<file path="src/design/lsaf_defines.vh">
// register offsets, field positions, reset values, gain selector codes and axi responses of the luma sharpness filter
`ifndef LSAF_DEFINES_VH
`define LSAF_DEFINES_VH

// ----------------------------------------------------------------
// register indices (byte address is index times four)
// ----------------------------------------------------------------
`define LSAF_IDX_BASE_GAIN      8'h10
`define LSAF_IDX_SMALL_GAIN     8'h22
`define LSAF_IDX_MEDIUM_GAIN    8'h23
`define LSAF_IDX_LARGE_GAIN     8'h24
`define LSAF_IDX_SMALL_THR      8'h25
`define LSAF_IDX_MEDIUM_THR     8'h26
`define LSAF_IDX_LARGE_THR      8'h27
`define LSAF_IDX_CONTROL        8'h30
`define LSAF_IDX_STATUS         8'h31

// ----------------------------------------------------------------
// field positions
// ----------------------------------------------------------------
`define LSAF_GAIN_A_LSB         0
`define LSAF_GAIN_B_LSB         4
`define LSAF_CTRL_SHARPEN       0
`define LSAF_CTRL_ADAPTIVE      1
`define LSAF_CTRL_VARIANT       2

// ----------------------------------------------------------------
// reset values
// ----------------------------------------------------------------
`define LSAF_RST_GAIN           8'h00
`define LSAF_RST_THR            8'h00
`define LSAF_RST_CTRL           3'h0

// ----------------------------------------------------------------
// gain selector codes
// ----------------------------------------------------------------
`define LSAF_SEL_BASE           2'h0
`define LSAF_SEL_SMALL          2'h1
`define LSAF_SEL_MEDIUM         2'h2
`define LSAF_SEL_LARGE          2'h3

// ----------------------------------------------------------------
// axi responses
// ----------------------------------------------------------------
`define LSAF_RESP_OKAY          2'h0
`define LSAF_RESP_SLVERR        2'h2

`endif

</file>
<file path="src/design/lsaf_filter.v">
// luma sharpness and adaptive edge filter with axi4-lite registers
`timescale 1ns/1ps
`include "lsaf_defines.vh"
module lsaf_filter
#(
   parameter DW    = 10,
   parameter DEPTH = 16,
   parameter AW    = 4
)
(
   input  wire          clk_sys_i,
   input  wire          rstn_i,
   input  wire [DW-1:0] luma_in_data_i,
   input  wire          luma_in_valid_i,
   output wire          luma_in_ready_o,
   output reg  [DW-1:0] luma_out_data_o,
   output reg           luma_out_valid_o,
   input  wire          luma_out_ready_i,
   input  wire [11:0]   s_axi_awaddr_i,
   input  wire          s_axi_awvalid_i,
   output wire          s_axi_awready_o,
   input  wire [31:0]   s_axi_wdata_i,
   input  wire [3:0]    s_axi_wstrb_i,
   input  wire          s_axi_wvalid_i,
   output wire          s_axi_wready_o,
   output reg  [1:0]    s_axi_bresp_o,
   output reg           s_axi_bvalid_o,
   input  wire          s_axi_bready_i,
   input  wire [11:0]   s_axi_araddr_i,
   input  wire          s_axi_arvalid_i,
   output wire          s_axi_arready_o,
   output reg  [31:0]   s_axi_rdata_o,
   output reg  [1:0]    s_axi_rresp_o,
   output reg           s_axi_rvalid_o,
   input  wire          s_axi_rready_i
);

   // ----------------------------------------------------------------
   // reset synchroniser
   // ----------------------------------------------------------------
   reg rst_meta;
   reg rstn;
   always @(posedge clk_sys_i or negedge rstn_i)
   begin
      if (!rstn_i)
      begin
         rst_meta <= 1'b0;
         rstn     <= 1'b0;
      end
      else
      begin
         rst_meta <= 1'b1;
         rstn     <= rst_meta;
      end
   end

   // ----------------------------------------------------------------
   // registers
   // ----------------------------------------------------------------
   reg [7:0] base_gain;
   reg [7:0] small_edge_gain;
   reg [7:0] medium_edge_gain;
   reg [7:0] large_edge_gain;
   reg [7:0] small_edge_threshold;
   reg [7:0] medium_edge_threshold;
   reg [7:0] large_edge_threshold;
   reg       sharpen_enable;
   reg       adaptive_enable;
   reg       adaptive_variant_select;
   reg [1:0] active_sel;

   // byte address to register index; unaligned or out-of-range gives ff
   function [7:0] addr_index;
      input [11:0] addr;
      begin
         addr_index = (addr[1:0] == 2'h0 && addr[11:10] == 2'h0) ? addr[9:2] : 8'hFF;
      end
   endfunction

   function known_index;
      input [7:0] idx;
      begin
         case (idx)
            `LSAF_IDX_BASE_GAIN, `LSAF_IDX_SMALL_GAIN, `LSAF_IDX_MEDIUM_GAIN,
            `LSAF_IDX_LARGE_GAIN, `LSAF_IDX_SMALL_THR, `LSAF_IDX_MEDIUM_THR,
            `LSAF_IDX_LARGE_THR, `LSAF_IDX_CONTROL, `LSAF_IDX_STATUS:
               known_index = 1'b1;
            default:
               known_index = 1'b0;
         endcase
      end
   endfunction

   // ----------------------------------------------------------------
   // axi4-lite write channel
   // ----------------------------------------------------------------
   reg         aw_held;
   reg [11:0]  aw_addr;
   reg         w_held;
   reg [31:0]  w_data;
   reg [3:0]   w_strb;
   wire        do_write;
   wire [7:0]  wr_idx;

   // one write outstanding: hold off address and data until the response leaves
   assign s_axi_awready_o = ~aw_held & ~s_axi_bvalid_o & rstn;
   assign s_axi_wready_o  = ~w_held & ~s_axi_bvalid_o & rstn;
   assign do_write        = aw_held & w_held;
   assign wr_idx          = addr_index(aw_addr);

   always @(posedge clk_sys_i or negedge rstn)
   begin
      if (!rstn)
      begin
         aw_held                 <= 1'b0;
         aw_addr                 <= 12'h000;
         w_held                  <= 1'b0;
         w_data                  <= 32'h00000000;
         w_strb                  <= 4'h0;
         s_axi_bvalid_o          <= 1'b0;
         s_axi_bresp_o           <= `LSAF_RESP_OKAY;
         base_gain               <= `LSAF_RST_GAIN;
         small_edge_gain         <= `LSAF_RST_GAIN;
         medium_edge_gain        <= `LSAF_RST_GAIN;
         large_edge_gain         <= `LSAF_RST_GAIN;
         small_edge_threshold    <= `LSAF_RST_THR;
         medium_edge_threshold   <= `LSAF_RST_THR;
         large_edge_threshold    <= `LSAF_RST_THR;
         sharpen_enable          <= 1'b0;
         adaptive_enable         <= 1'b0;
         adaptive_variant_select <= 1'b0;
      end
      else
      begin
         if (s_axi_awvalid_i && s_axi_awready_o)
         begin
            aw_held <= 1'b1;
            aw_addr <= s_axi_awaddr_i;
         end
         if (s_axi_wvalid_i && s_axi_wready_o)
         begin
            w_held <= 1'b1;
            w_data <= s_axi_wdata_i;
            w_strb <= s_axi_wstrb_i;
         end
         if (do_write)
         begin
            aw_held        <= 1'b0;
            w_held         <= 1'b0;
            s_axi_bvalid_o <= 1'b1;
            s_axi_bresp_o  <= known_index(wr_idx) ? `LSAF_RESP_OKAY : `LSAF_RESP_SLVERR;
            // only byte lane 0 carries register data
            if (w_strb[0])
            begin
               case (wr_idx)
                  `LSAF_IDX_BASE_GAIN:   base_gain        <= w_data[7:0];
                  `LSAF_IDX_SMALL_GAIN:  small_edge_gain  <= w_data[7:0];
                  `LSAF_IDX_MEDIUM_GAIN: medium_edge_gain <= w_data[7:0];
                  `LSAF_IDX_LARGE_GAIN:  large_edge_gain  <= w_data[7:0];
                  `LSAF_IDX_SMALL_THR:   small_edge_threshold  <= w_data[7:0];
                  `LSAF_IDX_MEDIUM_THR:  medium_edge_threshold <= w_data[7:0];
                  `LSAF_IDX_LARGE_THR:   large_edge_threshold  <= w_data[7:0];
                  `LSAF_IDX_CONTROL:
                  begin
                     sharpen_enable          <= w_data[`LSAF_CTRL_SHARPEN];
                     adaptive_enable         <= w_data[`LSAF_CTRL_ADAPTIVE];
                     adaptive_variant_select <= w_data[`LSAF_CTRL_VARIANT];
                  end
                  default:
                  begin
                  end
               endcase
            end
         end
         else if (s_axi_bvalid_o && s_axi_bready_i)
            s_axi_bvalid_o <= 1'b0;
      end
   end

   // ----------------------------------------------------------------
   // axi4-lite read channel
   // ----------------------------------------------------------------
   reg [31:0] rd_word;
   wire [7:0] rd_idx;

   assign s_axi_arready_o = ~s_axi_rvalid_o & rstn;
   assign rd_idx          = addr_index(s_axi_araddr_i);

   always @*
   begin
      rd_word = 32'h00000000;
      case (rd_idx)
         `LSAF_IDX_BASE_GAIN:   rd_word[7:0] = base_gain;
         `LSAF_IDX_SMALL_GAIN:  rd_word[7:0] = small_edge_gain;
         `LSAF_IDX_MEDIUM_GAIN: rd_word[7:0] = medium_edge_gain;
         `LSAF_IDX_LARGE_GAIN:  rd_word[7:0] = large_edge_gain;
         `LSAF_IDX_SMALL_THR:   rd_word[7:0] = small_edge_threshold;
         `LSAF_IDX_MEDIUM_THR:  rd_word[7:0] = medium_edge_threshold;
         `LSAF_IDX_LARGE_THR:   rd_word[7:0] = large_edge_threshold;
         `LSAF_IDX_CONTROL:
            rd_word[2:0] = {adaptive_variant_select, adaptive_enable, sharpen_enable};
         `LSAF_IDX_STATUS:      rd_word[1:0] = active_sel;
         default:               rd_word = 32'h00000000;
      endcase
   end

   always @(posedge clk_sys_i or negedge rstn)
   begin
      if (!rstn)
      begin
         s_axi_rvalid_o <= 1'b0;
         s_axi_rdata_o  <= 32'h00000000;
         s_axi_rresp_o  <= `LSAF_RESP_OKAY;
      end
      else if (s_axi_arvalid_i && s_axi_arready_o)
      begin
         s_axi_rvalid_o <= 1'b1;
         s_axi_rdata_o  <= rd_word;
         s_axi_rresp_o  <= known_index(rd_idx) ? `LSAF_RESP_OKAY : `LSAF_RESP_SLVERR;
      end
      else if (s_axi_rvalid_o && s_axi_rready_i)
         s_axi_rvalid_o <= 1'b0;
   end

   // ----------------------------------------------------------------
   // input fifo
   // ----------------------------------------------------------------
   wire [DW-1:0] fifo_data;
   wire          fifo_valid;
   wire          advance;

   lsaf_fifo
   #(
      .WIDTH (DW),
      .DEPTH (DEPTH),
      .AW    (AW)
   )
   u_fifo
   (
      .clk_i       (clk_sys_i),
      .rstn_i      (rstn),
      .in_data_i   (luma_in_data_i),
      .in_valid_i  (luma_in_valid_i),
      .in_ready_o  (luma_in_ready_o),
      .out_data_o  (fifo_data),
      .out_valid_o (fifo_valid),
      .out_ready_i (advance)
   );

   // output stage stalls fifo reads and the history registers when it holds a sample and downstream holds ready low
   assign advance = fifo_valid & (~luma_out_valid_o | luma_out_ready_i);

   // ----------------------------------------------------------------
   // edge classification
   // ----------------------------------------------------------------
   reg  [DW-1:0] prev1;
   reg  [DW-1:0] prev2;
   wire [DW:0]   diff;
   wire [DW-1:0] mag;
   wire [7:0]    mag8;
   reg  [1:0]    next_sel;
   wire          sharp_mode;
   wire          adapt_mode;

   assign sharp_mode = sharpen_enable & ~adaptive_enable;
   assign adapt_mode = sharpen_enable & adaptive_enable;

   assign diff = {1'b0, fifo_data} - {1'b0, prev1};
   assign mag  = diff[DW] ? (prev1 - fifo_data) : diff[DW-1:0];
   // thresholds are 8-bit; compare against the top 8 bits of the magnitude
   assign mag8 = mag[DW-1:DW-8];

   always @*
   begin
      next_sel = `LSAF_SEL_BASE;
      if (mag8 > large_edge_threshold)
         next_sel = `LSAF_SEL_LARGE;
      else if (mag8 > medium_edge_threshold)
         next_sel = `LSAF_SEL_MEDIUM;
      else if (mag8 > small_edge_threshold)
         next_sel = `LSAF_SEL_SMALL;
      else
         next_sel = `LSAF_SEL_BASE;
      if (!adapt_mode)
         next_sel = `LSAF_SEL_BASE;
   end

   // ----------------------------------------------------------------
   // gain selection and filtering
   // ----------------------------------------------------------------
   reg  [7:0]         gain_reg;
   wire signed [4:0]  gain_a;
   wire signed [4:0]  gain_b;
   wire signed [DW+2:0] cur;
   wire signed [DW+2:0] hp_a;
   wire signed [DW+2:0] hp_b;
   wire signed [DW+8:0] sum;
   wire [DW-1:0]      filtered;

   // one gain register drives the filter
   always @*
   begin
      case (next_sel)
         `LSAF_SEL_MEDIUM: gain_reg = medium_edge_gain;
         `LSAF_SEL_LARGE:  gain_reg = large_edge_gain;
         `LSAF_SEL_SMALL:  gain_reg = small_edge_gain;
         default:          gain_reg = base_gain;
      endcase
   end

   // variant A holds gain A at zero; variant B uses both
   assign gain_a = (adapt_mode && !adaptive_variant_select) ? 5'sd0 :
                   $signed({gain_reg[`LSAF_GAIN_A_LSB+3],
                            gain_reg[`LSAF_GAIN_A_LSB+3:`LSAF_GAIN_A_LSB]});
   assign gain_b = $signed({gain_reg[`LSAF_GAIN_B_LSB+3],
                            gain_reg[`LSAF_GAIN_B_LSB+3:`LSAF_GAIN_B_LSB]});

   // filter A: first difference; filter B: second difference around prev1
   assign cur  = $signed({3'b000, fifo_data});
   assign hp_a = cur - $signed({3'b000, prev1});
   assign hp_b = $signed({2'b00, prev1, 1'b0}) - cur - $signed({3'b000, prev2});
   // gains step in eighths of the detail term; all terms kept at the width of sum
   assign sum  = ($signed({6'b000000, fifo_data, 3'b000}) + hp_a * gain_a + hp_b * gain_b) >>> 3;

   function [DW-1:0] clip;
      input signed [DW+8:0] v;
      begin
         if (v < 0)
            clip = {DW{1'b0}};
         else if (v > $signed({9'h000, {DW{1'b1}}}))
            clip = {DW{1'b1}};
         else
            clip = v[DW-1:0];
      end
   endfunction

   assign filtered = clip(sum);

   // ----------------------------------------------------------------
   // output stage
   // ----------------------------------------------------------------
   always @(posedge clk_sys_i or negedge rstn)
   begin
      if (!rstn)
      begin
         prev1            <= {DW{1'b0}};
         prev2            <= {DW{1'b0}};
         active_sel       <= `LSAF_SEL_BASE;
         luma_out_data_o  <= {DW{1'b0}};
         luma_out_valid_o <= 1'b0;
      end
      else
      begin
         if (advance)
         begin
            prev1            <= fifo_data;
            prev2            <= prev1;
            active_sel       <= next_sel;
            luma_out_valid_o <= 1'b1;
            luma_out_data_o  <= (sharp_mode || adapt_mode) ? filtered : fifo_data;
         end
         else if (luma_out_ready_i)
            luma_out_valid_o <= 1'b0;
      end
   end
endmodule // lsaf_filter

</file>
<file path="src/design/lsaf_fifo.v">
// synchronous valid/ready fifo used on the luma input path
`timescale 1ns/1ps
module lsaf_fifo
#(
   parameter WIDTH = 10,
   parameter DEPTH = 16,
   parameter AW    = 4
)
(
   input  wire             clk_i,
   input  wire             rstn_i,
   input  wire [WIDTH-1:0] in_data_i,
   input  wire             in_valid_i,
   output wire             in_ready_o,
   output wire [WIDTH-1:0] out_data_o,
   output wire             out_valid_o,
   input  wire             out_ready_i
);
   reg [WIDTH-1:0] mem [0:DEPTH-1];
   reg [AW-1:0]    wr_ptr;
   reg [AW-1:0]    rd_ptr;
   reg [AW:0]      count;
   wire            push;
   wire            pop;

   assign in_ready_o  = (count != DEPTH[AW:0]);
   assign out_valid_o = (count != {(AW+1){1'b0}});
   assign out_data_o  = mem[rd_ptr];
   assign push        = in_valid_i & in_ready_o;
   assign pop         = out_valid_o & out_ready_i;

   always @(posedge clk_i)
   begin
      if (push)
         mem[wr_ptr] <= in_data_i;
   end

   always @(posedge clk_i or negedge rstn_i)
   begin
      if (!rstn_i)
      begin
         wr_ptr <= {AW{1'b0}};
         rd_ptr <= {AW{1'b0}};
         count  <= {(AW+1){1'b0}};
      end
      else
      begin
         if (push)
            wr_ptr <= (wr_ptr == DEPTH[AW-1:0] - 1'b1) ? {AW{1'b0}} : wr_ptr + 1'b1;
         if (pop)
            rd_ptr <= (rd_ptr == DEPTH[AW-1:0] - 1'b1) ? {AW{1'b0}} : rd_ptr + 1'b1;
         if (push && !pop)
            count <= count + 1'b1;
         else if (pop && !push)
            count <= count - 1'b1;
      end
   end
endmodule // lsaf_fifo

</file>
<file path="config.mk">
export PLATFORM = sky130hd
export DESIGN_NAME = lsaf_filter
export DESIGN_NICKNAME = d
export VERILOG_FILES = /design/src/design/lsaf_filter.v /design/src/design/lsaf_fifo.v
export VERILOG_INCLUDE_DIRS = /design/src /design/src/design
export SDC_FILE = /design/constraint.sdc
export NUM_CORES = 1
export LEC_CHECK = 0
export BUFFER_PORTS_ARGS = -buffer_cell sky130_fd_sc_hd__buf_4
export CAP_MARGIN = 20
export CORE_ASPECT_RATIO = 1.75
export CORE_MARGIN = 2
export CORE_UTILIZATION = 50
export CTS_CLUSTER_DIAMETER = 80
export DETAILED_ROUTE_END_ITERATION = 6
export GPL_ROUTABILITY_DRIVEN = 0
export PLACE_DENSITY = 0.7
export SLEW_MARGIN = 10
export SYNTH_ARGS = -nofsm -noshare
export SYNTH_HDL_FRONTEND = slang
export SYNTH_HIERARCHICAL = 1
export SYNTH_SLANG_ARGS = --single-unit
</file>
<file path="constraint.sdc">
create_clock -name clk_sys_i -period 5.2 [get_ports clk_sys_i]
set_input_delay 0 -clock clk_sys_i [delete_from_list [all_inputs] [get_ports clk_sys_i]]
set_output_delay 0 -clock clk_sys_i [all_outputs]
set_load 0.05 [all_outputs]
</file>
== Yosys cells after proc, flatten, opt, wreduce, memory -nomap -nowiden ==
Memories as Yosys holds them, arrays and structs flattened.
Index checks and enable logic that the tools add are counted.
Storage, ports and cells
  register bits: 144
  bits in latches: 0
  RAM bits: 160
  bits in read-only memories: 0
  input port bits: 79
  output and inout port bits: 53
  memories kept: 1
Memory list
  u_fifo.mem: depth 16, width 10, rd ports 1, clocked after Yosys merged registers in 0, wr ports 1, RTL line lsaf_fifo.v:19  | reg [WIDTH-1:0] mem [0:DEPTH-1];
Operators by class
  add/subtract/negate cells: 11
  multipliers: 2
  div/mod/pow operators: 0
  order comparisons: 5
  eq/ne operators: 24
  shifts and indexed selects: 0
  multiplexer cells: 37
  bitwise operators: 18
  reductions and logical operators: 35
Operators by type and width (count)
  8-bit by 6-bit == test with 1-bit output (second input constant): 16
  10-bit two-way mux: 4
  5-bit case mux with 7 select lines: 1
  8-bit > comparator: 3
  8-bit case mux with 3 select lines: 1
  3-bit AND reduction: 8
  10-bit by 10-bit subtractor with 11-bit output: 2
  17-bit by 17-bit adder with 18-bit output: 1
  2-bit case mux with 9 select lines: 1
  9-bit OR reduction: 2
  14-bit by 16-bit adder with 17-bit output: 1
  13-bit by 4-bit multiplier with 17-bit output: 1
  1-bit two-way mux: 17
  8-bit by 5-bit == test with 1-bit output (second input constant): 2
  11-bit by 5-bit multiplier with 16-bit output: 1
  8-bit two-way mux: 2
  15-bit by 11-bit > comparator with 1-bit output (second input constant): 1
  15-bit by 1-bit < comparator with 1-bit output (second input constant): 1
  5-bit two-way mux: 3
  12-bit by 11-bit subtractor with 13-bit output: 1
  2-bit nonzero test: 6
  11-bit by 10-bit subtractor with 12-bit output: 1
  1-bit AND: 11
  1-bit logical AND: 10
  other kinds (17): 35

== Longest topological paths before layout ==
Gate-level depths: netlist of the first run.
An unclocked memory read counts as a cell.
  word-level depth: 18
  gate-level depth with buffers: 46
  depth with buffers taken out: 40

== Modules after synthesis ==
The synthesis of the first run kept the hierarchy.
Modules (own cells, without submodules)
  lsaf_filter: times used 1, cells an instance 1316, area an instance 12448.2 um2, sequential area each 3228.1 um2
  lsaf_fifo: times used 1, cells an instance 342, area an instance 7004.2 um2, sequential area each 5129.9 um2

== Least setup slack after synthesis of the first run ==
OpenSTA, ideal clock, no wires.
  kind: flip-flop to flip-flop
  start: reg u_fifo.rd_ptr[0]
  end: reg luma_out_data_o[9]
  data arrival time: 10.479 ns
  required time: 5.062 ns
  slack: -5.417 ns
  stages on the path, launching flop included: 44
  path buffers: 6
  period minus slack after synthesis: 10.617 ns
  cell sequence: dfrtp_1 > buf_6 > buf_8 > mux4_2 > a22oi_1 > nand2_1 > inv_1 > ha_1 > inv_1 > fa_1 > a21oi_1 > o21ai_0 > a31o_2 > nand2_1 > o21a_1 > clkbuf_1 > mux2i_1 > xor2_1 > (+8 left out) > buf_2 > nor3b_1 > fa_1 > fa_1 > inv_1 > fa_1 > inv_1 > fa_1 > inv_1 > fa_1 > inv_1 > ha_1 > and4_1 > o211a_1 > a2111oi_0 > o211a_1 > clkbuf_1 > a31oi_1
On the way
  longest elaborated chain between the ends: 18
  elaborated cells on any way between the ends: 28
  classes of those cells: 7 x add/sub; 2 x mul; 5 x order compare; 3 x eq/ne; 10 x mux; 1 x memory
Ends and longest elaborated chain
  start, declared: RTL line lsaf_fifo.v:21  | reg [AW-1:0] rd_ptr;
  start signal, assigned: RTL line lsaf_fifo.v:43  | rd_ptr <= {AW{1'b0}};
  start signal, assigned: RTL line lsaf_fifo.v:51  | rd_ptr <= (rd_ptr == DEPTH[AW-1:0] - 1'b1) ? {AW{1'b0}} : rd_ptr + 1'b1;
  memory 16 x 10 bit *
  net fifo_data[0]: RTL line lsaf_filter.v:228  | wire [DW-1:0] fifo_data;
  10-bit by 10-bit subtractor with 11-bit output / 10-bit subtractor (equally long branches): RTL line lsaf_filter.v:268, lsaf_filter.v:320, lsaf_filter.v:269
  10-bit two-way mux: RTL line lsaf_filter.v:269  | assign mag = diff[DW] ? (prev1 - fifo_data) : diff[DW-1:0];
  8-bit > comparator: RTL line lsaf_filter.v:280  | else if (mag8 > small_edge_threshold)
  1-bit two-way mux: RTL line lsaf_filter.v:280
  2-bit two-way mux: RTL line lsaf_filter.v:278  | else if (mag8 > medium_edge_threshold)
  2-bit two-way mux: RTL line lsaf_filter.v:276  | if (mag8 > large_edge_threshold)
  (+3 left out)
  5-bit two-way mux: RTL line lsaf_filter.v:312  | assign gain_a = (adapt_mode && !adaptive_variant_select) ? 5'sd0 :
  11-bit by 5-bit multiplier with 16-bit output: RTL line lsaf_filter.v:323  | assign sum = ($signed({6'b000000, fifo_data, 3'b000}) + hp_a * gain_a + hp_b * gain_b) >>> 3;
  14-bit by 16-bit adder with 17-bit output: RTL line lsaf_filter.v:323
  17-bit by 17-bit adder with 18-bit output *: RTL line lsaf_filter.v:323
  15-bit by 11-bit > comparator with 1-bit output: RTL line lsaf_filter.v:330  | else if (v > $signed({9'h000, {DW{1'b1}}}))
  10-bit two-way mux: RTL line lsaf_filter.v:330
  10-bit two-way mux *: RTL line lsaf_filter.v:328  | if (v < 0)
  10-bit two-way mux *: RTL line lsaf_filter.v:360  | luma_out_data_o <= (sharp_mode || adapt_mode) ? filtered : fifo_data;
  end signal, assigned: RTL line lsaf_filter.v:349  | luma_out_data_o <= {DW{1'b0}};
  end signal, assigned: RTL line lsaf_filter.v:360
  end, declared: RTL line lsaf_filter.v:16  | output reg [DW-1:0] luma_out_data_o,
Mark *: on every way through the listed nets, which the timed path passes. The rest lies on a longest branch.
A chain may end at the register's enable or synchronous reset.

== Final worst setup path of the first run ==
Ends and elaborated chain as after synthesis.

==> out/metrics.yaml, run 1 <==
outcome:
  outcome: "finished with violations"
  violations: "negative setup slack"
critical_path:
  required_ps: 5660
  crit_family: "adder cells"
  cp_max_fo: 7
  worstSetupStartpointType: "register"
  critPathCaptureType: "register"
  cpPeakStageDelay_ps: 550
  critical_path_class: "register to register"
  slowest_stage: "fa_1"
  cp.arrival_ps: 10650
  crit_path_frequent_cell: "buf_4"
  path_buf_inv: 16
clock_network:
  clk_pin_slew_ps: 70
  clock-sinks: 302
  cts_inserted_buffers: 28
  cts_max_path_buffers: 3
  clock_latency_ps: 590
  cts_tree: "built"
  cts.root.buffer_cell: "clkbuf_16"
  htree_levels: 1
floorplanning:
  core_um2: 38400
  dieWidth_um: 153
  die_area_um2: 40600
  io_pins: 132
  initial_utilization: 0.507
  die_y_um: 265
  placementRows: 95
synthesis:
  synth_top_area_share: 0.247
  ys_seq_area_frac: 0.430
  synth_area_leader_cell: "edfxtp_1"
  synthTopCellsByArea: "edfxtp_1 (25%), dfrtp_1 (18%), fa_1 (11%), ha_1 (6.8%), mux2_2 (4.3%)"
  yosys_warnings: 6
  synth_cell_types: 85
  async_flop_share: 0.470
  synth_edf_count: 160
  ys.flop_type: "edfxtp_1"
  synth.cell_area_um2: 19500
  ys_ff_latch: 302
  synth_area_per_cell_um2: 11.7
  syn_inst: 1658
global_route:
  use_met2: 0.514
  antenna_found_initial: 0
  use_met3: 0.0369
  grt_use_met1: 0.264
  grt_usage: 0.268
  grt_max_degree: 71
  grt_pass1_vias: 16000
  grt-busiest-layer: "met2"
  grt_pass1_wl_mm: 84.3
  grt-ovfl-total: 0
detailed_routing:
  drt_first_iter_violations: 925
  drc: 0
  drt_wl_total_mm: 55.3
  ant_nets: 0
  drt-pass1-iter-count: 5
  vias: 15000
  wire_per_inst_um: 21.0
  avgViaCountPerCell: 5.67
final_layout:
  drive_above_1_share: 0.362
  nets: 2424
  instances_no_fill: 2637
  antenna_cells: 0
  final_area_um2: 25600
  syn2layout_area_growth_pct: 31.4
  final_cell_mix: "buf_4 (426), inv_1 (170), edfxtp_1 (160)"
  mostFrequentLayoutCell: "buf_4"
sta:
  relSlewSlack: 0.338
  rsz0062_at_grt: "yes"
  fin_worst_skew_ps: 35.9
  fin_ws_ps: -4990
  finalCriticalPeriod_ps: 10190
  hold_slack_ps: 48.0
  max_freq_mhz: 98.1
  setup_violations: 10
  hold_viol: 0
  worst_pin_slew_ps: 993
  drv_slew: 0
  fin_crit_sh: 1.96
place:
  place_area_um2: 22900
  dp_hpwl_mm: 41.8
  place_ws_ps: -5240
  dp.cells: 2490
  portBuffers: 78
run:
  maxCapViolations: 0
min_path:
  min_path_type: "primary input to register"
-- synthesized netlist by cell type (6+ instances only) --
master	n
ha_1	106
o21a_1	9
dfrtp_1	142
xnor2_1	31
clkbuf_1	34
nand3_1	22
mux2i_1	17
buf_4	27
nand2_1	136
or3_1	13
and3_1	11
a221oi_1	8
mux2_2	74
mux4_2	27
inv_1	185
nor2b_1	17
a22oi_1	26
a21o_1	17
or2_2	8
nand3b_1	9
a21oi_1	44
a211oi_1	6
nor3b_1	6
nand2b_1	17
xor2_1	22
fa_1	109
nor3_1	50
a221o_1	6
edfxtp_1	160
o31ai_1	11
buf_2	13
a31oi_1	15
o21ai_0	65
mux4_1	13
and2_1	27
nor2_1	73
-- worst register-to-register path, delay by kind of cell (launching register included) --
| kind | cells | cell delay [ps] |
|---|---|---|
| adder cells (fa/ha/maj) | 8 | 2920 |
| buffers and inverters | 16 | 2240 |
| AO/OA/AOI/OAI | 11 | 2110 |
| AND/OR/NAND/NOR | 10 | 1650 |
| multiplexers | 1 | 510 |
| flip-flops | 1 | 390 |
| XOR/XNOR | 1 | 300 |
-- timing repair --
action,CTS,global route
cloned,2,1
buffers inserted,24,25
endpoints found under the hold margin,195,0
hold buffers,44,0
pin swaps,18,75
endpoints found under the setup margin,12,12
gates resized for setup,85,86
-- cell type report --
cell class	instances	area [um2]
Clock buffer	31	733
Clock inverter	21	273
Fill cell	2771	12800
Inverter	186	698
Multi-Input combinational cell	1112	10800
Sequential cell	302	8360
Tap cell	485	607
Timing Repair Buffer	500	4130
-- metal layers --
layer	part of all wire	vias to the layer above	wire, um
met5	0	-	0
met4	0.080	0	4410
met3	0.048	229	2630
met2	0.55	507	30400
met1	0.32	7446	17900
li1	-	6770	-
-- cells by family (layout without fill, tap and decap cells) --
kind of cell,Yosys count,after routing,synth area share
compound gates,264,264,0.0929
simple gates,420,420,0.109
flops,302,302,0.430
mux,133,133,0.102
fa+ha+maj,215,215,0.180
other cells,2,27,0.000386
xor+xnor,53,53,0.0239
buf+inv,269,738,0.0612
-- registers in the layout, indices dropped and copies added, names as in the netlist, 10 cells and up --
register,cells
aw_addr,12
luma_out_data_o,10
prev1,10
prev2,10
u_fifo/mem,160
-- worst paths after layout --
check | from | endpoint | slack, ps | cells past startpoint
setup / recovery | u_fifo/rd_ptr[0] | luma_out_data_o[9] | -4990 | 47
hold / removal | s_axi_araddr_i[3] | s_axi_rdata_o[4] | 50 | 4
setup reg to reg | u_fifo/rd_ptr[0] | luma_out_data_o[9] | -4990 | 47
hold reg to reg | rstn | u_fifo/wr_ptr[3] | 310 | 0
max in group asynchronous | rstn | prev2[9] | 2920 | 2
min in group asynchronous | rstn_i | rstn | 270 | 3
-- through the flow --
step	utilization	setup TNS [ps]
detailed placement	0.597	-52180
CTS	0.650	-47960
floorplan	-	-45500
global placement	0.597	-50280
global route	0.666	-52770
finish	0.666	-49610
Power of run 1 is left out: the tool's default activity adds up to more than one toggle a clock period on the data nets, which glitch-free logic cannot reach.
==> run 2: changes to the inputs <==
--- a/config.mk
+++ b/config.mk
@@ -9,12 +9,12 @@
 export BUFFER_PORTS_ARGS = -buffer_cell sky130_fd_sc_hd__buf_4
 export CAP_MARGIN = 20
 export CORE_ASPECT_RATIO = 1.75
-export CORE_MARGIN = 2
 export CORE_UTILIZATION = 50
 export CTS_CLUSTER_DIAMETER = 80
 export DETAILED_ROUTE_END_ITERATION = 6
 export GPL_ROUTABILITY_DRIVEN = 0
-export PLACE_DENSITY = 0.7
+export MAX_ROUTING_LAYER = met4
+export PLACE_DENSITY = 0.67
 export SLEW_MARGIN = 10
 export SYNTH_ARGS = -nofsm -noshare
 export SYNTH_HDL_FRONTEND = slang
==> run 2 against run 1 <==
Against the previous run:
- the run still ends with negative setup slack left
- design area is 1.7% lower
- count of clock-buffer cells in the layout rose by 1
- global-route usage rose by 2.7 points
- critical path depth down 9
- flip-flop and latch count unchanged
- worst hold slack gained 23 ps
==> out/metrics.yaml, run 2 (synthesis results as in run 1) <==
global_route:
  grt_usage: 0.295  # +0.0273
  grt-ovfl-total: 0  # unchanged
  grt_pass1_vias: 15700  # -2.1%
  antenna_found_initial: 0  # unchanged
  grt_pass1_wl_mm: 85.0  # +0.79%
  grt_max_degree: 61  # -14%
critical_path:
  cpPeakStageDelay_ps: 570  # +20 ps
  worstSetupStartpointType: "register"
  reg2regPathDepth: 38  # -19%
  rrSetupSlack_ps: -4920  # +80 ps
  critical_path_class: "register to register"
  critPathCaptureType: "register"
  cp_max_fo: 11  # +4
  crit_path_frequent_cell: "fa_1"
  path_depth: 38  # -19%
  crit_family: "adder cells"
  required_ps: 5690  # +30 ps
  path_buf_inv: 7  # -9
  reg2reg_to: "luma_out_data_o[5]"
  slowest_stage: "fa_1"
  r2r-start: "u_fifo/rd_ptr[0]"
  cp.arrival_ps: 10610  # -40 ps
sta:
  hold_viol: 0  # unchanged
  fin_ws_ps: -4920  # +76.3 ps
  setup_violations: 10  # unchanged
  drv_slew: 0  # unchanged
  hold_slack_ps: 70.5  # +22.5 ps
  finalCriticalPeriod_ps: 10120  # -76.3 ps
  rsz0062_at_grt: "yes"
  worst_pin_slew_ps: 825  # -167 ps
  fin_crit_sh: 1.95  # -0.0147
  fin_worst_skew_ps: 19.8  # -16.0 ps
  relSlewSlack: 0.446  # +0.107
  max_freq_mhz: 98.8  # +0.75%
final_layout:
  nets: 2393  # -1.3%
  syn2layout_area_growth_pct: 29.2
  drive_above_1_share: 0.341  # -0.0208
  final_cell_mix: "buf_4 (409), inv_1 (174), edfxtp_1 (160)"
  top_regs: "u_fifo/mem: 160 flops, aw_addr: 12 flops"
  antenna_cells: 0  # unchanged
  largest_reg_flops: 160  # unchanged
  instances_no_fill: 2607  # -1.1%
  mostFrequentLayoutCell: "buf_4"
  regMostFlops: "u_fifo/mem"
  fill_cells: 2886  # +4.2%
  final_area_um2: 25100  # -1.7%
clock_network:
  cts.root.buffer_cell: "clkbuf_16"
  cts_inserted_buffers: 29  # +3.6%
  cts_tree: "built"
  htree_levels: 1  # unchanged
  clock-sinks: 302  # unchanged
  cts_max_path_buffers: 3  # unchanged
  clock_latency_ps: 570  # -20 ps
  clk_pin_slew_ps: 70  # about the same
detailed_routing:
  ant_nets: 0  # unchanged
  wire_per_inst_um: 21.3  # +1.4%
  avgViaCountPerCell: 5.63  # -0.67%
  drt_first_iter_violations: 633  # -32%
  drt_wl_total_mm: 55.5  # +0.24%
  vias: 14700  # -1.8%
  drc: 0  # unchanged
  drt-pass1-iter-count: 5  # unchanged
place:
  portBuffers: 78  # unchanged
  place_ws_ps: -5060  # +182 ps
  dp.cells: 2481  # -0.36%
  dp_hpwl_mm: 43.1  # +3.1%
  place_area_um2: 22800  # -0.40%
run:
  maxCapViolations: 0  # unchanged
floorplanning:
  initial_utilization: 0.507  # unchanged
  die_area_um2: 39700  # -2.1%
  core_um2: 38400  # unchanged
  io_pins: 132  # unchanged
  dieWidth_um: 151  # -1.3%
  placementRows: 95  # unchanged
  die_y_um: 263  # -0.75%
outcome:
  violations: "negative setup slack"
  outcome: "finished with violations"
min_path:
  min_path_cells: 3  # -1
  min_to: "w_held"
  min_path_type: "primary input to register"
  hold_path_startpoint: "s_axi_wvalid_i"
[run 2: timing repair]
action / in CTS / in global routing
endpoints found under the setup margin: 10 / 12
gates cloned: 2 / 1
setup buffers: 17 / 10
hold endpoints to repair: 193 / 0
gates resized for setup: 58 / 64
pin swaps: 16 / 46
hold buffers: 44 / 0
[run 2: final cells by class]
| class | count | area (um2) | area share |
|---|---|---|---|
| inverter | 186 | 698 | 0.0278 |
| tap | 485 | 607 | 0.0242 |
| sequential | 302 | 8360 | 0.333 |
| clock inverter | 22 | 278 | 0.0111 |
| timing repair buffer | 468 | 3790 | 0.151 |
| clock buffer | 32 | 768 | 0.0306 |
| multi-input combinational | 1112 | 10600 | 0.423 |
[run 2: worst max path at each step]
| stage | slack (ps) | endpoint | from |
|---|---|---|---|
| 2_1_floorplan | -4560 | luma_out_data_o[9] | u_fifo/rd_ptr[0] |
| 3_3_place_gp | -4830 | luma_out_data_o[9] | u_fifo/rd_ptr[0] |
| 3_5_place_dp | -5060 | luma_out_data_o[9] | u_fifo/rd_ptr[0] |
| 4_1_cts | -4760 | luma_out_data_o[9] | u_fifo/rd_ptr[0] |
| 5_1_grt | -5310 | luma_out_data_o[7] | u_fifo/rd_ptr[0] |
| 6_report | -4920 | luma_out_data_o[5] | u_fifo/rd_ptr[0] |
[run 2: metrics by stage]
stage / TNS (ps) / util
floorplan: -45500 / -
global route: -52550 / 0.654
finish: -48770 / 0.654
CTS: -47290 / 0.646
detailed placement: -50330 / 0.595
global placement: -48150 / 0.595
[run 2: metal layers]
layer	track usage	wire, um	up-vias
met5	-	0	-
met4	0.195	4350	0
met3	0.0418	2320	235
met2	0.541	31000	440
met1	0.278	17900	7298
li1	-	-	6710
[run 2: worst reg2reg max path, delay by kind of cell (launching register included)]
kind / cells / cell delay (ps)
and+or+nand+nor: 9 / 2080
DFF: 1 / 460
buffers and inverters: 7 / 730
AOI/OAI and AO/OA: 10 / 2270
xor gates and xnor gates: 1 / 270
adders and majority gates: 8 / 3310
muxes: 3 / 940
Power of run 2 is left out for the same reason.
==> run 3: changes to the inputs <==
--- a/config.mk
+++ b/config.mk
@@ -6,6 +6,7 @@
 export SDC_FILE = /design/constraint.sdc
 export NUM_CORES = 1
 export LEC_CHECK = 0
+export ABC_AREA = 1
 export BUFFER_PORTS_ARGS = -buffer_cell sky130_fd_sc_hd__buf_4
 export CAP_MARGIN = 20
 export CORE_ASPECT_RATIO = 1.75
==> run 3 against run 2 <==
Against the previous run:
- the flow still finishes with violations (negative setup slack)
- global-route usage fell by 1.1 points
- die area rose by 5.4%
- utilization rose by 1.4 points
- design area rose by 7.3%
- largest cell class unchanged
- first-iteration DRC count rose by 56%
==> out/metrics.yaml, run 3 <==
clock_network:
  clk_pin_slew_ps: 70  # about the same
  cts_tree: "built"
  cts_inserted_buffers: 30  # +3.4%
  htree_levels: 1  # unchanged
  cts.root.buffer_cell: "clkbuf_16"
  clock-sinks: 302  # unchanged
  cts_max_path_buffers: 3  # unchanged
  clock_latency_ps: 590  # +20 ps
floorplanning:
  placementRows: 97  # +2.1%
  io_pins: 132  # unchanged
  die_y_um: 270  # +2.7%
  initial_utilization: 0.509  # +0.00268
  dieWidth_um: 155  # +2.7%
  core_um2: 40300  # +5.0%
  die_area_um2: 41900  # +5.4%
synthesis:
  synth_edf_count: 160  # unchanged
  async_flop_share: 0.470  # unchanged
  ys_seq_area_frac: 0.407  # -0.0224
  synth_common_cells: "nand2_1 (565), inv_1 (451), nand3_1 (225)"
  synth.cell_area_um2: 20500  # +5.5%
  synthTopCellsByArea: "edfxtp_1 (23%), dfrtp_1 (17%), fa_1 (11%), nand2_1 (10%), inv_1 (8.2%)"
  synth_area_leader_cell: "edfxtp_1"
  synth_top_area_share: 0.234  # -0.0129
  synth_area_per_cell_um2: 8.50  # -28%
  ys.flop_type: "edfxtp_1"
  syn_inst: 2415  # +46%
  synth.most_common_cell: "nand2_1"
  ys_ff_latch: 302  # unchanged
  synth_cell_types: 53  # -38%
  yosys_warnings: 6  # unchanged
critical_path:
  worstSetupStartpointType: "register"
  required_ps: 5660  # -30 ps
  cpPeakStageDelay_ps: 530  # -40 ps
  cp_max_fo: 8  # -3
  slowest_stage: "fa_1"
  cp.arrival_ps: 9620  # -990 ps
  reg2regPathDepth: 48  # +26%
  critical_path_class: "register to register"
  critPathCaptureType: "register"
sta:
  relSlewSlack: 0.274  # -0.172
  setup_violations: 10  # unchanged
  tns_ps: -39160  # +9610 ps
  fin_crit_sh: 1.76  # -0.185
  drv_slew: 0  # unchanged
  hold_viol: 0  # unchanged
  fin_ws_ps: -3960  # +962 ps
  fin_worst_skew_ps: 22.7  # +2.89 ps
  worst_pin_slew_ps: 1090  # +260 ps
  rsz0062_at_grt: "yes"
  finalCriticalPeriod_ps: 9160  # -962 ps
  hold_slack_ps: 34.9  # -35.6 ps
  max_freq_mhz: 109  # +11%
final_layout:
  final_cell_mix: "nand2_1 (490), inv_1 (419), buf_4 (350)"
  mostFrequentLayoutCell: "nand2_1"
  syn2layout_area_growth_pct: 31.3
  nets: 3118  # +30%
  regMostFlops: "u_fifo/mem"
  drive_above_1_share: 0.268  # -0.0723
  top_regs: "u_fifo/mem: 160 flops, aw_addr: 12 flops"
  fill_cells: 3175  # +10%
  largest_reg_flops: 160  # unchanged
detailed_routing:
  drt_first_iter_violations: 989  # +56%
  drc: 0  # unchanged
  ant_nets: 0  # unchanged
  avgViaCountPerCell: 5.25  # -6.9%
  vias: 17800  # +21%
  drt-pass1-iter-count: 5  # unchanged
  wire_per_inst_um: 17.4  # -18%
  drt_wl_total_mm: 59.2  # +6.6%
global_route:
  grt_max_degree: 80  # +31%
  grt_pass1_wl_mm: 90.2  # +6.2%
  grt_pass1_vias: 18100  # +15%
  antenna_found_initial: 1  # +1
  grt-ovfl-total: 0  # unchanged
  grt_usage: 0.284  # -0.0110
place:
  dp_hpwl_mm: 43.2  # +0.21%
  portBuffers: 78  # unchanged
outcome:
  violations: "negative setup slack"
  outcome: "finished with violations"
min_path:
  min_path_cells: 8  # +5
  min_path_type: "primary input to register"
run:
  maxCapViolations: 0  # unchanged
==> run 3: changes by cell type after synthesis, sizes merged, moves of 20 or more <==
cell	before	now
mux2	75	8
o21ai	67	129
nor2	74	169
inv	186	462
nand2	136	574
a22oi	26	1
nor3	50	15
a21oi	46	96
nand3	22	227
buf	49	69
and2	27	1
mux4	40	0
==> run 3: critical path, delay by kind of cell, from the launching register on <==
family          cells  cell delay (ps)
buf+inv             9             1070
fa+ha+maj           8             3500
flops               1              500
simple gates       22             2480
compound gates      9             1480
==> run 3: what timing repair did <==
| item | CTS | global route |
|---|---|---|
| gates cloned | 3 | 6 |
| gates resized for setup | 28 | 199 |
| pin swaps | 9 | 88 |
| buffers inserted | 5 | 23 |
| endpoints found under the setup margin | 10 | 10 |
| endpoints found under the hold margin | 199 | 0 |
| hold buffers | 42 | 0 |
==> run 3: path summary, 6_finish.rpt <==
kind | from | to | slack [ps]
min in group asynchronous | rstn_i | rst_meta | 300
max reg2reg | u_fifo/rd_ptr[0] | luma_out_data_o[1] | -3960
min reg2reg | rst_meta | rstn | 360
max in group asynchronous | rstn | luma_out_data_o[7] | 3500
max | u_fifo/rd_ptr[0] | luma_out_data_o[1] | -3960
min | s_axi_araddr_i[4] | s_axi_rdata_o[0] | 30
==> run 3: cell type report <==
class	instances	area (um2)	area share
inverter	463	1770	0.0656
tap	544	681	0.0253
clock buffer	34	766	0.0284
sequential	302	8360	0.310
multi-input combinational	1591	11300	0.421
antenna	1	2.50	0.0000929
timing repair buffer	436	3830	0.142
clock inverter	20	195	0.00724
==> run 3: per-layer routing <==
metal / up-vias / GRT usage / share of wire
met5: - / - / 0
met4: 0 / 0.143 / 0.061
met3: 235 / 0.0236 / 0.035
met2: 555 / 0.551 / 0.56
met1: 8590 / 0.275 / 0.34
li1: 8408 / - / -
==> run 3: through the flow <==
step           setup slack [ps]   util  instance area (um2)  cells
3_5_place_dp              -4070  0.597                24000   3254
4_1_cts                   -3800  0.636                25600   3358
3_3_place_gp              -3950  0.596                24000   3249
6_report                  -3960  0.669                27000   3391
2_1_floorplan             -2990      -                21100   2440
5_1_grt                   -4320  0.669                27000   3391
==> run 3: cell families (layout without fill, tap and decap cells) <==
family          after synthesis  count (layout)  synth area share
compound gates              258             259            0.0682
xor+xnor                     47              47            0.0201
fa+ha+maj                   215             215             0.171
buf+inv                     548             953             0.111
flops                       302             302             0.407
mux                           8               8           0.00439
other cells                   2              28          0.000366
simple gates               1035            1035             0.218
Power of run 3 is left out for the same reason.
